`src/hw/lnl_pkg.sv`:
```
// holds the constants shared by the network record loader host
// assumes a 50 MHz system clock and an apb master on the software side
package lnl_pkg;

  // ----------------------------------------------------------------
  // apb register map (byte addresses, one 32-bit word each)
  // ----------------------------------------------------------------
  localparam logic [11:0] LNL_CTRL_OFS = 12'h000;
  localparam logic [11:0] LNL_STAT_OFS = 12'h004;
  localparam logic [11:0] LNL_NET_OFS = 12'h008;
  localparam logic [11:0] LNL_CFG_BASE = 12'h100;
  localparam logic [11:0] LNL_CELL_BASE = 12'h200;
  localparam logic [11:0] LNL_OFLD_OFS = 12'h300;
  localparam logic [11:0] LNL_OVAL_OFS = 12'h304;
  localparam logic [11:0] LNL_ORST_OFS = 12'h308;
  localparam logic [11:0] LNL_OSEC_OFS = 12'h30c;
  localparam logic [11:0] LNL_OMODE_OFS = 12'h310;

  // control and status bit positions
  localparam int LNL_CTRL_SEND_CFG = 0;
  localparam int LNL_CTRL_SEND_NET = 1;
  localparam int LNL_STAT_BUSY = 0;
  localparam int LNL_STAT_DONE = 1;
  localparam int LNL_STAT_ERR = 2;

  // ----------------------------------------------------------------
  // record layout
  // ----------------------------------------------------------------
  localparam logic [7:0] LNL_CFG_REC = 8'hcb;
  localparam logic [7:0] LNL_NET_REC = 8'hd8;
  localparam int LNL_LINES = 6;
  localparam int LNL_COLS = 5;
  localparam int LNL_IN_CELLS = LNL_LINES * LNL_COLS;
  localparam int LNL_REC_BYTES = 68;
  localparam int LNL_REC_WORDS = LNL_REC_BYTES / 2;
  localparam int LNL_OUT_BITS = 64;
  localparam int LNL_VAL_W = LNL_OUT_BITS - 16 * 3 - 8;
  localparam int LNL_CFG_SLOTS = 22;

  // cell field positions
  localparam int LNL_NUM_LSB = 0;
  localparam int LNL_TYPE_LSB = 8;
  localparam int LNL_OR_BIT = 10;
  localparam int LNL_FB_BIT = 11;
  localparam int LNL_FUNC_LSB = 12;
  localparam logic [3:0] LNL_OTYPE_PHYS = 4'h8;
  localparam logic [3:0] LNL_OTYPE_XREG = 4'hb;
  localparam logic [3:0] LNL_FUNC_BAD = 4'hf;
  localparam logic [3:0] LNL_SYM_LAST = 4'h3;

  // reset values
  localparam logic [15:0] LNL_WORD_RST = 16'h0000;

  typedef enum logic [1:0] {LNL_SRC_NONE, LNL_SRC_CFG, LNL_SRC_NET} lnl_src_t;

  // data word number that each configuration slot carries
  function automatic logic [7:0] lnl_cfg_word(input logic [4:0] slot);
    case (slot)
      5'h08: lnl_cfg_word = 8'h0a;
      5'h09: lnl_cfg_word = 8'h0b;
      5'h0a: lnl_cfg_word = 8'h1e;
      5'h0b: lnl_cfg_word = 8'h1f;
      5'h0c: lnl_cfg_word = 8'h2d;
      5'h0d: lnl_cfg_word = 8'h2e;
      5'h0e: lnl_cfg_word = 8'h2f;
      5'h0f: lnl_cfg_word = 8'h30;
      5'h10: lnl_cfg_word = 8'h31;
      5'h11: lnl_cfg_word = 8'h32;
      5'h12: lnl_cfg_word = 8'h33;
      5'h13: lnl_cfg_word = 8'h34;
      5'h14: lnl_cfg_word = 8'h40;
      5'h15: lnl_cfg_word = 8'h41;
      default: lnl_cfg_word = {3'h0, slot};
    endcase
  endfunction : lnl_cfg_word

endpackage : lnl_pkg

```
`src/hw/lnl_sync.sv`:
```
// two flip-flop synchroniser for one pin level
// assumes the pin is asynchronous to sys_clk_i
`timescale 1ns/10ps
module lnl_sync
  import lnl_pkg::*;
(
  // clock and reset
  input wire logic sys_clk_i,
  input wire logic rst_i,
  // level in and out
  input wire logic async_i,
  output logic sync_o
);

  logic meta_ff;
  logic sync_ff;

  always_ff @(posedge sys_clk_i)
  begin
    if (rst_i)
    begin
      meta_ff <= 1'b0;
      sync_ff <= 1'b0;
    end
    else
    begin
      meta_ff <= async_i;
      sync_ff <= meta_ff;
    end
  end

  assign sync_o = sync_ff;

endmodule : lnl_sync

```
`src/hw/lnl_cell_check.sv`:
```
// checks every cell of a staged network record for illegal codes
// assumes the cells are stable while the result is used
`timescale 1ns/10ps
module lnl_cell_check
  import lnl_pkg::*;
#(
  parameter int CELLS = LNL_IN_CELLS
)
(
  // staged record
  input wire logic [CELLS*16-1:0] cells_i,
  input wire logic [15:0] out_field_i,
  // verdict
  output logic bad_o
);

  logic [CELLS-1:0] cell_bad;
  logic [3:0] otype;
  logic [3:0] ofunc;

  genvar g;
  generate
    for (g = 0; g < CELLS; g++)
    begin : g_cell
      // only empty, conduction, open and closed symbols exist
      assign cell_bad[g] = cells_i[g*16+LNL_FUNC_LSB +: 4] > LNL_SYM_LAST;
    end
  endgenerate

  assign otype = out_field_i[LNL_TYPE_LSB +: 4];
  assign ofunc = out_field_i[LNL_FUNC_LSB +: 4];

  assign bad_o = (|cell_bad)
    || (otype < LNL_OTYPE_PHYS) || (otype > LNL_OTYPE_XREG)
    || (ofunc == LNL_FUNC_BAD);

endmodule : lnl_cell_check

```
`src/hw/lnl_host.sv`:
```
// host that stages configuration words and network records from apb and
// sends them word by word to the logic module over a four-phase link
// assumes the device answers every word with a level ack on its own clock
//
// The register offsets and the APB slave port were left to the implementer.
`timescale 1ns/10ps

// Notes on behaviour
// - path words 0-7, gear words 10, 11
// - cam switch input 30, output 31
// - run select 45, inputs 46, outputs 47
// - resource words 48-52, shift 64, 65
// - logic built from same configuration values
// - network words travel in record 216
// - each input cell one 16-bit word
// - 64-bit output cell follows input cells
// - whole 68-byte record, never partial
// - output cell field order fixed
// - output type codes 8 to 11 only
// - function code 15 is invalid
// - input cell number, type, feedback bit
// - OR bit and symbols 0 to 3
module lnl_host
  import lnl_pkg::*;
(
  // clock and reset
  input wire logic sys_clk_i,
  input wire logic rst_i,
  // apb slave
  input wire logic psel_i,
  input wire logic penable_i,
  input wire logic pwrite_i,
  input wire logic [11:0] paddr_i,
  input wire logic [31:0] pwdata_i,
  output logic [31:0] prdata_o,
  output logic pready_o,
  output logic pslverr_o,
  // word link to the logic module
  output logic lnk_req_o,
  output logic [7:0] lnk_rec_o,
  output logic [7:0] lnk_net_o,
  output logic [7:0] lnk_idx_o,
  output logic [15:0] lnk_data_o,
  output logic lnk_first_o,
  output logic lnk_last_o,
  input wire logic lnk_ack_i
);

  // ----------------------------------------------------------------
  // storage
  // ----------------------------------------------------------------
  logic [15:0] cfg_ff [LNL_CFG_SLOTS];
  logic [15:0] cell_ff [LNL_IN_CELLS];
  logic [15:0] ofld_ff;
  logic [LNL_VAL_W-1:0] oval_ff;
  logic [15:0] orst_ff;
  logic [15:0] osec_ff;
  logic [7:0] omode_ff;
  logic [7:0] net_ff;
  logic done_ff;
  logic err_ff;

  typedef enum logic [1:0] {LNL_IDLE, LNL_REQ, LNL_DROP} lnl_state_t;
  lnl_state_t state_ff;
  lnl_src_t src_ff;
  logic [5:0] cnt_ff;
  logic [5:0] last_idx;
  logic ack_s;

  logic wr_acc;
  logic rd_acc;
  logic hit_cfg;
  logic hit_cell;
  logic [4:0] cfg_slot;
  logic [4:0] cell_idx;
  logic mapped;
  logic busy;
  logic start_cfg;
  logic start_net;
  logic net_bad;
  logic [LNL_OUT_BITS-1:0] out_cell;
  logic [LNL_IN_CELLS*16-1:0] cells_flat;
  logic [15:0] word_mux;
  logic [1:0] oslice;

  // ----------------------------------------------------------------
  // apb decode
  // ----------------------------------------------------------------
  assign wr_acc = psel_i && penable_i && pwrite_i;
  assign rd_acc = psel_i && !pwrite_i;
  assign cfg_slot = paddr_i[6:2];
  assign cell_idx = paddr_i[6:2];
  assign hit_cfg = (paddr_i[11:7] == LNL_CFG_BASE[11:7]) && (paddr_i[1:0] == 2'h0)
    && (cfg_slot < 5'(LNL_CFG_SLOTS));
  assign hit_cell = (paddr_i[11:7] == LNL_CELL_BASE[11:7]) && (paddr_i[1:0] == 2'h0)
    && (cell_idx < 5'(LNL_IN_CELLS));
  assign busy = (state_ff != LNL_IDLE);

  always_comb
  begin
    case (paddr_i)
      LNL_CTRL_OFS, LNL_STAT_OFS, LNL_NET_OFS, LNL_OFLD_OFS, LNL_OVAL_OFS,
      LNL_ORST_OFS, LNL_OSEC_OFS, LNL_OMODE_OFS: mapped = 1'b1;
      default: mapped = hit_cfg || hit_cell;
    endcase
  end

  // zero wait states; unmapped addresses answer with an error
  assign pready_o = 1'b1;
  assign pslverr_o = psel_i && penable_i && !mapped;

  always_ff @(posedge sys_clk_i)
  begin
    if (rst_i)
      prdata_o <= 32'h0000_0000;
    else if (rd_acc && !penable_i)
    begin
      if (hit_cfg)
        prdata_o <= {16'h0000, cfg_ff[cfg_slot]};
      else if (hit_cell)
        prdata_o <= {16'h0000, cell_ff[cell_idx]};
      else
      begin
        case (paddr_i)
          LNL_STAT_OFS: prdata_o <= {23'h0, cnt_ff, 3'h0} | {29'h0, err_ff, done_ff, busy};
          LNL_NET_OFS: prdata_o <= {24'h0, net_ff};
          LNL_OFLD_OFS: prdata_o <= {16'h0000, ofld_ff};
          LNL_OVAL_OFS: prdata_o <= {{(32 - LNL_VAL_W){1'b0}}, oval_ff};
          LNL_ORST_OFS: prdata_o <= {16'h0000, orst_ff};
          LNL_OSEC_OFS: prdata_o <= {16'h0000, osec_ff};
          LNL_OMODE_OFS: prdata_o <= {24'h0, omode_ff};
          default: prdata_o <= 32'h0000_0000;
        endcase
      end
    end
  end

  // ----------------------------------------------------------------
  // staging registers
  // ----------------------------------------------------------------
  // staging is frozen while a send runs so no block goes out half old
  always_ff @(posedge sys_clk_i)
  begin
    if (rst_i)
    begin
      for (int i = 0; i < LNL_CFG_SLOTS; i++)
        cfg_ff[i] <= LNL_WORD_RST;
    end
    else if (wr_acc && hit_cfg && !busy)
      cfg_ff[cfg_slot] <= pwdata_i[15:0];
  end

  always_ff @(posedge sys_clk_i)
  begin
    if (rst_i)
    begin
      for (int i = 0; i < LNL_IN_CELLS; i++)
        cell_ff[i] <= LNL_WORD_RST;
    end
    else if (wr_acc && hit_cell && !busy)
      cell_ff[cell_idx] <= pwdata_i[15:0];
  end

  always_ff @(posedge sys_clk_i)
  begin
    if (rst_i)
    begin
      ofld_ff <= LNL_WORD_RST;
      oval_ff <= '0;
      orst_ff <= LNL_WORD_RST;
      osec_ff <= LNL_WORD_RST;
      omode_ff <= 8'h00;
      net_ff <= 8'h00;
    end
    else if (wr_acc && !busy)
    begin
      case (paddr_i)
        LNL_OFLD_OFS: ofld_ff <= pwdata_i[15:0];
        // only the low value bits fit the output cell
        LNL_OVAL_OFS: oval_ff <= pwdata_i[LNL_VAL_W-1:0];
        LNL_ORST_OFS: orst_ff <= pwdata_i[15:0];
        LNL_OSEC_OFS: osec_ff <= pwdata_i[15:0];
        LNL_OMODE_OFS: omode_ff <= pwdata_i[7:0];
        LNL_NET_OFS: net_ff <= pwdata_i[7:0];
        default: ;
      endcase
    end
  end

  // ----------------------------------------------------------------
  // record assembly and checks
  // ----------------------------------------------------------------
  assign out_cell = {omode_ff, osec_ff, orst_ff, oval_ff, ofld_ff};

  genvar g;
  generate
    for (g = 0; g < LNL_IN_CELLS; g++)
    begin : g_flat
      assign cells_flat[g*16 +: 16] = cell_ff[g];
    end
  endgenerate

  lnl_cell_check #(
    .CELLS(LNL_IN_CELLS)
  ) u_check (
    .cells_i(cells_flat),
    .out_field_i(ofld_ff),
    .bad_o(net_bad)
  );

  // slice number wraps in two bits, so it never reaches past the output cell
  assign oslice = cnt_ff[1:0] - 2'(LNL_IN_CELLS);

  // grid first, line by line, then the output cell in 16-bit slices
  always_comb
  begin
    if (cnt_ff < 6'(LNL_IN_CELLS))
      word_mux = cell_ff[cnt_ff[4:0]];
    else
      word_mux = out_cell[oslice * 16 +: 16];
  end

  // ----------------------------------------------------------------
  // send sequencer
  // ----------------------------------------------------------------
  lnl_sync u_ack_sync (
    .sys_clk_i(sys_clk_i),
    .rst_i(rst_i),
    .async_i(lnk_ack_i),
    .sync_o(ack_s)
  );

  assign start_cfg = wr_acc && (paddr_i == LNL_CTRL_OFS) && pwdata_i[LNL_CTRL_SEND_CFG];
  assign start_net = wr_acc && (paddr_i == LNL_CTRL_OFS) && pwdata_i[LNL_CTRL_SEND_NET]
    && !pwdata_i[LNL_CTRL_SEND_CFG];
  assign last_idx = (src_ff == LNL_SRC_CFG) ? 6'(LNL_CFG_SLOTS - 1) : 6'(LNL_REC_WORDS - 1);

  always_ff @(posedge sys_clk_i)
  begin
    if (rst_i)
    begin
      state_ff <= LNL_IDLE;
      src_ff <= LNL_SRC_NONE;
      cnt_ff <= 6'h00;
    end
    else
    begin
      case (state_ff)
        LNL_IDLE:
        begin
          cnt_ff <= 6'h00;
          if (start_cfg)
          begin
            src_ff <= LNL_SRC_CFG;
            state_ff <= LNL_REQ;
          end
          // an invalid record is never started, so nothing partial leaves
          else if (start_net && !net_bad)
          begin
            src_ff <= LNL_SRC_NET;
            state_ff <= LNL_REQ;
          end
        end
        LNL_REQ:
          if (ack_s)
            state_ff <= LNL_DROP;
        LNL_DROP:
          if (!ack_s)
          begin
            if (cnt_ff == last_idx)
            begin
              state_ff <= LNL_IDLE;
              src_ff <= LNL_SRC_NONE;
            end
            else
            begin
              cnt_ff <= cnt_ff + 6'h01;
              state_ff <= LNL_REQ;
            end
          end
        default: state_ff <= LNL_IDLE;
      endcase
    end
  end

  // done and error are sticky; write one to clear, a new event wins
  always_ff @(posedge sys_clk_i)
  begin
    if (rst_i)
    begin
      done_ff <= 1'b0;
      err_ff <= 1'b0;
    end
    else
    begin
      if (state_ff == LNL_DROP && !ack_s && cnt_ff == last_idx)
        done_ff <= 1'b1;
      else if (wr_acc && paddr_i == LNL_STAT_OFS && pwdata_i[LNL_STAT_DONE])
        done_ff <= 1'b0;
      if (!busy && start_net && net_bad)
        err_ff <= 1'b1;
      else if (wr_acc && paddr_i == LNL_STAT_OFS && pwdata_i[LNL_STAT_ERR])
        err_ff <= 1'b0;
    end
  end

  // ----------------------------------------------------------------
  // link outputs
  // ----------------------------------------------------------------
  always_ff @(posedge sys_clk_i)
  begin
    if (rst_i)
    begin
      lnk_rec_o <= 8'h00;
      lnk_idx_o <= 8'h00;
      lnk_data_o <= 16'h0000;
      lnk_first_o <= 1'b0;
      lnk_last_o <= 1'b0;
      lnk_net_o <= 8'h00;
    end
    else if (src_ff == LNL_SRC_CFG)
    begin
      // the same staged words the logic was built against go out here
      lnk_rec_o <= LNL_CFG_REC;
      lnk_idx_o <= lnl_cfg_word(cnt_ff[4:0]);
      lnk_data_o <= cfg_ff[cnt_ff[4:0]];
      lnk_first_o <= (cnt_ff == 6'h00);
      lnk_last_o <= (cnt_ff == last_idx);
    end
    else if (src_ff == LNL_SRC_NET)
    begin
      lnk_rec_o <= LNL_NET_REC;
      lnk_net_o <= net_ff;
      lnk_idx_o <= {2'h0, cnt_ff};
      lnk_data_o <= word_mux;
      lnk_first_o <= (cnt_ff == 6'h00);
      // the device starts the network on this marker alone
      lnk_last_o <= (cnt_ff == last_idx);
    end
  end

  // request is raised on the same edge that loads the word registers
  always_ff @(posedge sys_clk_i)
  begin
    if (rst_i)
      lnk_req_o <= 1'b0;
    else
      lnk_req_o <= (state_ff == LNL_REQ) && !ack_s;
  end

endmodule : lnl_host

```
`config.mk`:
```
export PLATFORM = sky130hd
export DESIGN_NAME = lnl_host
export DESIGN_NICKNAME = d
export VERILOG_FILES = /design/src/hw/lnl_pkg.sv /design/src/hw/lnl_sync.sv /design/src/hw/lnl_cell_check.sv /design/src/hw/lnl_host.sv
export SDC_FILE = /design/constraint.sdc
export NUM_CORES = 2
export LEC_CHECK = 0
export BUFFER_PORTS_ARGS = -buffer_cell sky130_fd_sc_hd__buf_2
export CORE_AREA = 5 5 302 600
export DETAILED_ROUTE_END_ITERATION = 6
export DIE_AREA = 0 0 307 605
export GPL_TIMING_DRIVEN = 0
export MAX_ROUTING_LAYER = met4
export REMOVE_ABC_BUFFERS = 1
export SETUP_SLACK_MARGIN = 0.2
export SLEW_MARGIN = 20
export SYNTH_ARGS = -nofsm -noshare
export SYNTH_HDL_FRONTEND = slang
export SYNTH_SLANG_ARGS = --single-unit
```
`constraint.sdc`:
```
create_clock -name sys_clk_i -period 3.53 [get_ports sys_clk_i]
set_clock_uncertainty 0.1 [all_clocks]
set_input_delay 0.353 -clock sys_clk_i [delete_from_list [all_inputs] [get_ports sys_clk_i]]
set_output_delay 0.353 -clock sys_clk_i [all_outputs]
set_load 0.02 [all_outputs]
```
==> out/summary.json <==
{
  "mostFrequentLayoutCell": {"value": "sky130_fd_sc_hd__edfxtp_1"},
  "number_of_antenna_violations_at_the_first_check_in_global_routing": {"value": 21},
  "hold_slack": {"value": 0.0672, "unit": "ns"},
  "synth_area": {"value": 0.0611, "unit": "mm²"},
  "hold_end": {"value": "prdata_o[8]$_SDFFE_PP0P_"},
  "power_density": {"value": 429, "unit": "mW/mm²"},
  "post_route_cells_drive_above_1_share": {"value": 0.214},
  "setup.worst_path.start_class": {"value": "flip-flop"},
  "clock_tree.htree_level_count": {"value": 3},
  "final_layout_setup_total_negative_slack": {"value": -0.0369, "unit": "ns"},
  "placed_cells_incl_taps": {"value": 6928},
  "worst_ep_arrival_time": {"value": 4.09, "unit": "ns"},
  "ys_async_sr_fraction": {"value": 0},
  "die_area": {"value": 0.186, "unit": "mm²"},
  "finalWorstSetupSlack": {"value": -0.0369, "unit": "ns"},
  "failed_checks": {"value": "DRC, setup timing"},
  "post_layout_instance_area": {"value": 0.0713, "unit": "mm²"},
  "crit_path_cell_trace": {"value": "buf_12 > inv_4 > buf_16 > nor2_4 > buf_12 > buf_16 > a22oi_1 > a32oi_4 > o221ai_2 > a221oi_1"},
  "synth_sequential_area_ratio": {"value": 0.550},
  "post_synth_main_area_contributors": {"value": "sky130_fd_sc_hd__edfxtp_1 (50%), sky130_fd_sc_hd__mux4_2 (13%), sky130_fd_sc_hd__and2_1 (7.2%)"},
  "netlist-cell-type-count": {"value": 90},
  "io_pins": {"value": 127},
  "netlist_instances": {"value": 4659},
  "worstHoldPathType": {"value": "in2reg"},
  "gp_congestion": {"value": 1.05},
  "clock_tree_from_tritoncts": {"value": "built"},
  "cp_slowest_stage_delay": {"value": 0.58, "unit": "ns"},
  "final_nets": {"value": 4867},
  "worstPathMaxFanout": {"value": 34},
  "clk_root_buffer_cell": {"value": "sky130_fd_sc_hd__clkbuf_16"},
  "slew-limit-headroom": {"value": 0.140},
  "worst_path_max_delay_cell": {"value": "sky130_fd_sc_hd__a32oi_4"},
  "fp-row-count": {"value": 218},
  "cts.clk_slew.worst_paths": {"value": 0.08, "unit": "ns"},
  "fin_crit_sh": {"value": 1.01},
  "grt_start_max_net_pins": {"value": 95},
  "worst_slew_pin_slew": {"value": 1.28, "unit": "ns"},
  "clockBufferDepth": {"value": 3},
  "fp.coreArea": {"value": 0.176, "unit": "mm²"},
  "synth_largest_type_area_fraction": {"value": 0.503},
  "antenna_violating_nets_post_route": {"value": 0},
  "hold_path_startpoint": {"value": "pwrite_i"},
  "post-synth-top-area-cell": {"value": "sky130_fd_sc_hd__edfxtp_1"},
  "clkSinkCount": {"value": 1168},
  "vias_per_cell": {"value": 6.04},
  "reg2regPathDepth": {"value": 10},
  "initial_core_util": {"value": 0.347},
  "critical_path_buf_inv_count": {"value": 5},
  "grt_first_pass_wirelength": {"value": 351, "unit": "mm"},
  "placed_cell_area": {"value": 0.0663, "unit": "mm²"},
  "endpoint_kind_of_the_worst_setup_timing_path": {"value": "flip-flop"},
  "critical_path_class": {"value": "reg2reg"},
  "critical_path.top_delay_family": {"value": "compound AO/OA/AOI/OAI gates"},
  "final_max_slew_viol_count": {"value": 0},
  "remaining_drc_errors": {"value": 5},
  "worst_r2r_endpoint": {"value": "lnk_data_o[0]$_SDFFE_PP0P_"},
  "setup_viol": {"value": 1},
  "port-buffer-count": {"value": 90},
  "layout_common_cells": {"value": "sky130_fd_sc_hd__edfxtp_1 (1,024), sky130_fd_sc_hd__and2_1 (707), sky130_fd_sc_hd__mux2i_1 (386)"},
  "drv_cap": {"value": 0},
  "wl_per_cell": {"value": 35.7, "unit": "µm"},
  "synth.avg_cell_area": {"value": 13.1, "unit": "µm²"},
  "number_of_flops_mapped_to_enable_cells_by_yosys": {"value": 1024},
  "die_width": {"value": 307, "unit": "µm"},
  "yosys_warnings": {"value": 0},
  "timing.critical_path.required": {"value": 4.06, "unit": "ns"},
  "detailedRoute.firstPassIterationCount": {"value": 7},
  "synth_seq_cells": {"value": 1168},
  "globalRouteOverflowTotal": {"value": 0},
  "synthFlopType": {"value": "sky130_fd_sc_hd__edfxtp_1"},
  "vdd_ir_drop_max": {"value": 0.360, "unit": "mV"},
  "clkLatencyLatePin": {"value": 0.75, "unit": "ns"},
  "timing.final.crit_period": {"value": 3.57, "unit": "ns"},
  "drt_iter0_drc": {"value": 5074},
  "grt_setup_unrepaired": {"value": "true"},
  "cts_inserted_buffers": {"value": 102},
  "min_path_cells": {"value": 4},
  "number_of_global_route_vias_before_repair": {"value": 43600},
  "fp.dieH": {"value": 605, "unit": "µm"},
  "post_layout_nonfiller_instances": {"value": 7230},
  "achievable_frequency": {"value": 0.280, "unit": "GHz"},
  "setup.reg_to_reg.worst_slack": {"value": -0.04, "unit": "ns"},
  "totalWireLength": {"value": 258, "unit": "mm"},
  "routed-via-count": {"value": 43700},
  "area_growth_syn_to_layout": {"value": 16.6, "unit": "%"},
  "gr-usage-all-layers": {"value": 0.279},
  "hpwl": {"value": 181, "unit": "mm"},
  "p_leak": {"value": 24.9, "unit": "nW"},
  "status": {"value": "finished with violations"},
  "power.total": {"value": 30.6, "unit": "mW"},
  "hold_viol_final": {"value": 0}
}
## synth_stat cells, types with 16 or more instances
cell                       instances
sky130_fd_sc_hd__edfxtp_1       1024
sky130_fd_sc_hd__and2_1          708
sky130_fd_sc_hd__mux2i_1         391
sky130_fd_sc_hd__mux4_2          348
sky130_fd_sc_hd__nand2_1         281
sky130_fd_sc_hd__clkbuf_1        258
sky130_fd_sc_hd__nor2_1          205
sky130_fd_sc_hd__a21oi_1         152
sky130_fd_sc_hd__dfxtp_1         144
sky130_fd_sc_hd__o22ai_1         120
sky130_fd_sc_hd__o21ai_0         103
sky130_fd_sc_hd__buf_2            87
sky130_fd_sc_hd__buf_4            83
sky130_fd_sc_hd__and3_1           82
sky130_fd_sc_hd__nor3_1           80
sky130_fd_sc_hd__a22oi_1          59
sky130_fd_sc_hd__nor4_1           49
sky130_fd_sc_hd__nand3_1          35
sky130_fd_sc_hd__buf_1            29
sky130_fd_sc_hd__o221ai_1         28
sky130_fd_sc_hd__a31oi_1          22
sky130_fd_sc_hd__a221oi_1         19
sky130_fd_sc_hd__nor2b_1          19
sky130_fd_sc_hd__a32oi_1          17
sky130_fd_sc_hd__inv_1            17
sky130_fd_sc_hd__a211oi_1         16
## cell families (layout without fill, tap and decap cells)
logic type / count (synthesis) / count (layout) / synth area share
AND/OR/NAND/NOR: 1573 / 1574 / 0.143
flip-flops: 1168 / 1168 / 0.550
XOR/XNOR: 4 / 4 / 0.000573
AO/OA/AOI/OAI: 660 / 660 / 0.0717
adder cells (fa/ha/maj): 8 / 8 / 0.00164
buffers and inverters: 494 / 516 / 0.0389
other: 2 / 240 / 0.000123
multiplexers: 750 / 750 / 0.194
## worst max-delay path by stage
stage	to	start	cells past startpoint	slack [ns]
final	lnk_data_o[0]$_SDFFE_PP0P_	flip-flop	10	-0.04
after global routing	lnk_data_o[0]$_SDFFE_PP0P_	flip-flop	10	0.04
after CTS	prdata_o[8]$_SDFFE_PP0P_	paddr_i[3]	9	0.10
after detailed placement	prdata_o[2]$_SDFFE_PP0P_	paddr_i[3]	9	-1.97
after global placement	lnk_data_o[1]$_SDFFE_PP0P_	flip-flop	6	-23.08
after floorplan	lnk_data_o[1]$_SDFFE_PP0P_	flip-flop	6	-8.98
## where the power goes
| part | switching, mW | internal [mW] | leakage, nW | total (mW) |
|---|---|---|---|---|
| registers | 0.322 | 15.5 | 11.6 | 15.9 |
| logic | 1.99 | 0.968 | 11.6 | 2.96 |
| clock network | 5.46 | 6.31 | 1.64 | 11.8 |
## repair_timing
action | CTS | global route
hold endpoints to repair | 64 | 0
setup buffers | 50 | 14
resized for setup | 77 | 32
cloned | 7 | 2
hold buffers | 13 | 0
setup endpoints to repair | 1698 | 374
pin swaps | 22 | 4
## state kept, by name (all words and copies together), names as in the netlist, 16 cells and up, named ones only
name	flops
cell_ff	512
cfg_ff	512
orst_ff	16
lnk_data_o	16
prdata_o	16
osec_ff	16
ofld_ff	16
## final cells by class
class | count | area [µm²]
diodes | 28 | 70.1
clock buffers | 121 | 2680
multi-input cells | 3208 | 27200
repair inverters | 1 | 5.00
fillers | 16300 | 105000
well taps | 2310 | 2890
flip-flops and latches | 1168 | 33700
inverters | 23 | 109
repair buffers | 305 | 4020
clock inverters | 66 | 652
## metal layers
layer	vias to the layer above	wire, µm	global-route usage
li1	17900	-	-
met4	0	32300	0.253
met2	2496	128000	0.468
met1	22300	79200	0.271
met3	933	18800	0.0518
met5	-	0	-
## per-stage QoR
step / setup WS (ns) / util
after global routing: 0.0445 / 0.405
final: -0.0369 / 0.405
after floorplan: -8.98 / -
after CTS: 0.105 / 0.403
after global placement: -23.08 / 0.358
after detailed placement: -1.97 / 0.377
## worst min-delay path, cell delays in order
cell	delay [ns]
sky130_fd_sc_hd__buf_2	0.12
sky130_fd_sc_hd__nor2_1	0.06
sky130_fd_sc_hd__nand2_1	0.17
sky130_fd_sc_hd__a32o_1	0.19
(Power assumes the default switching activity.)
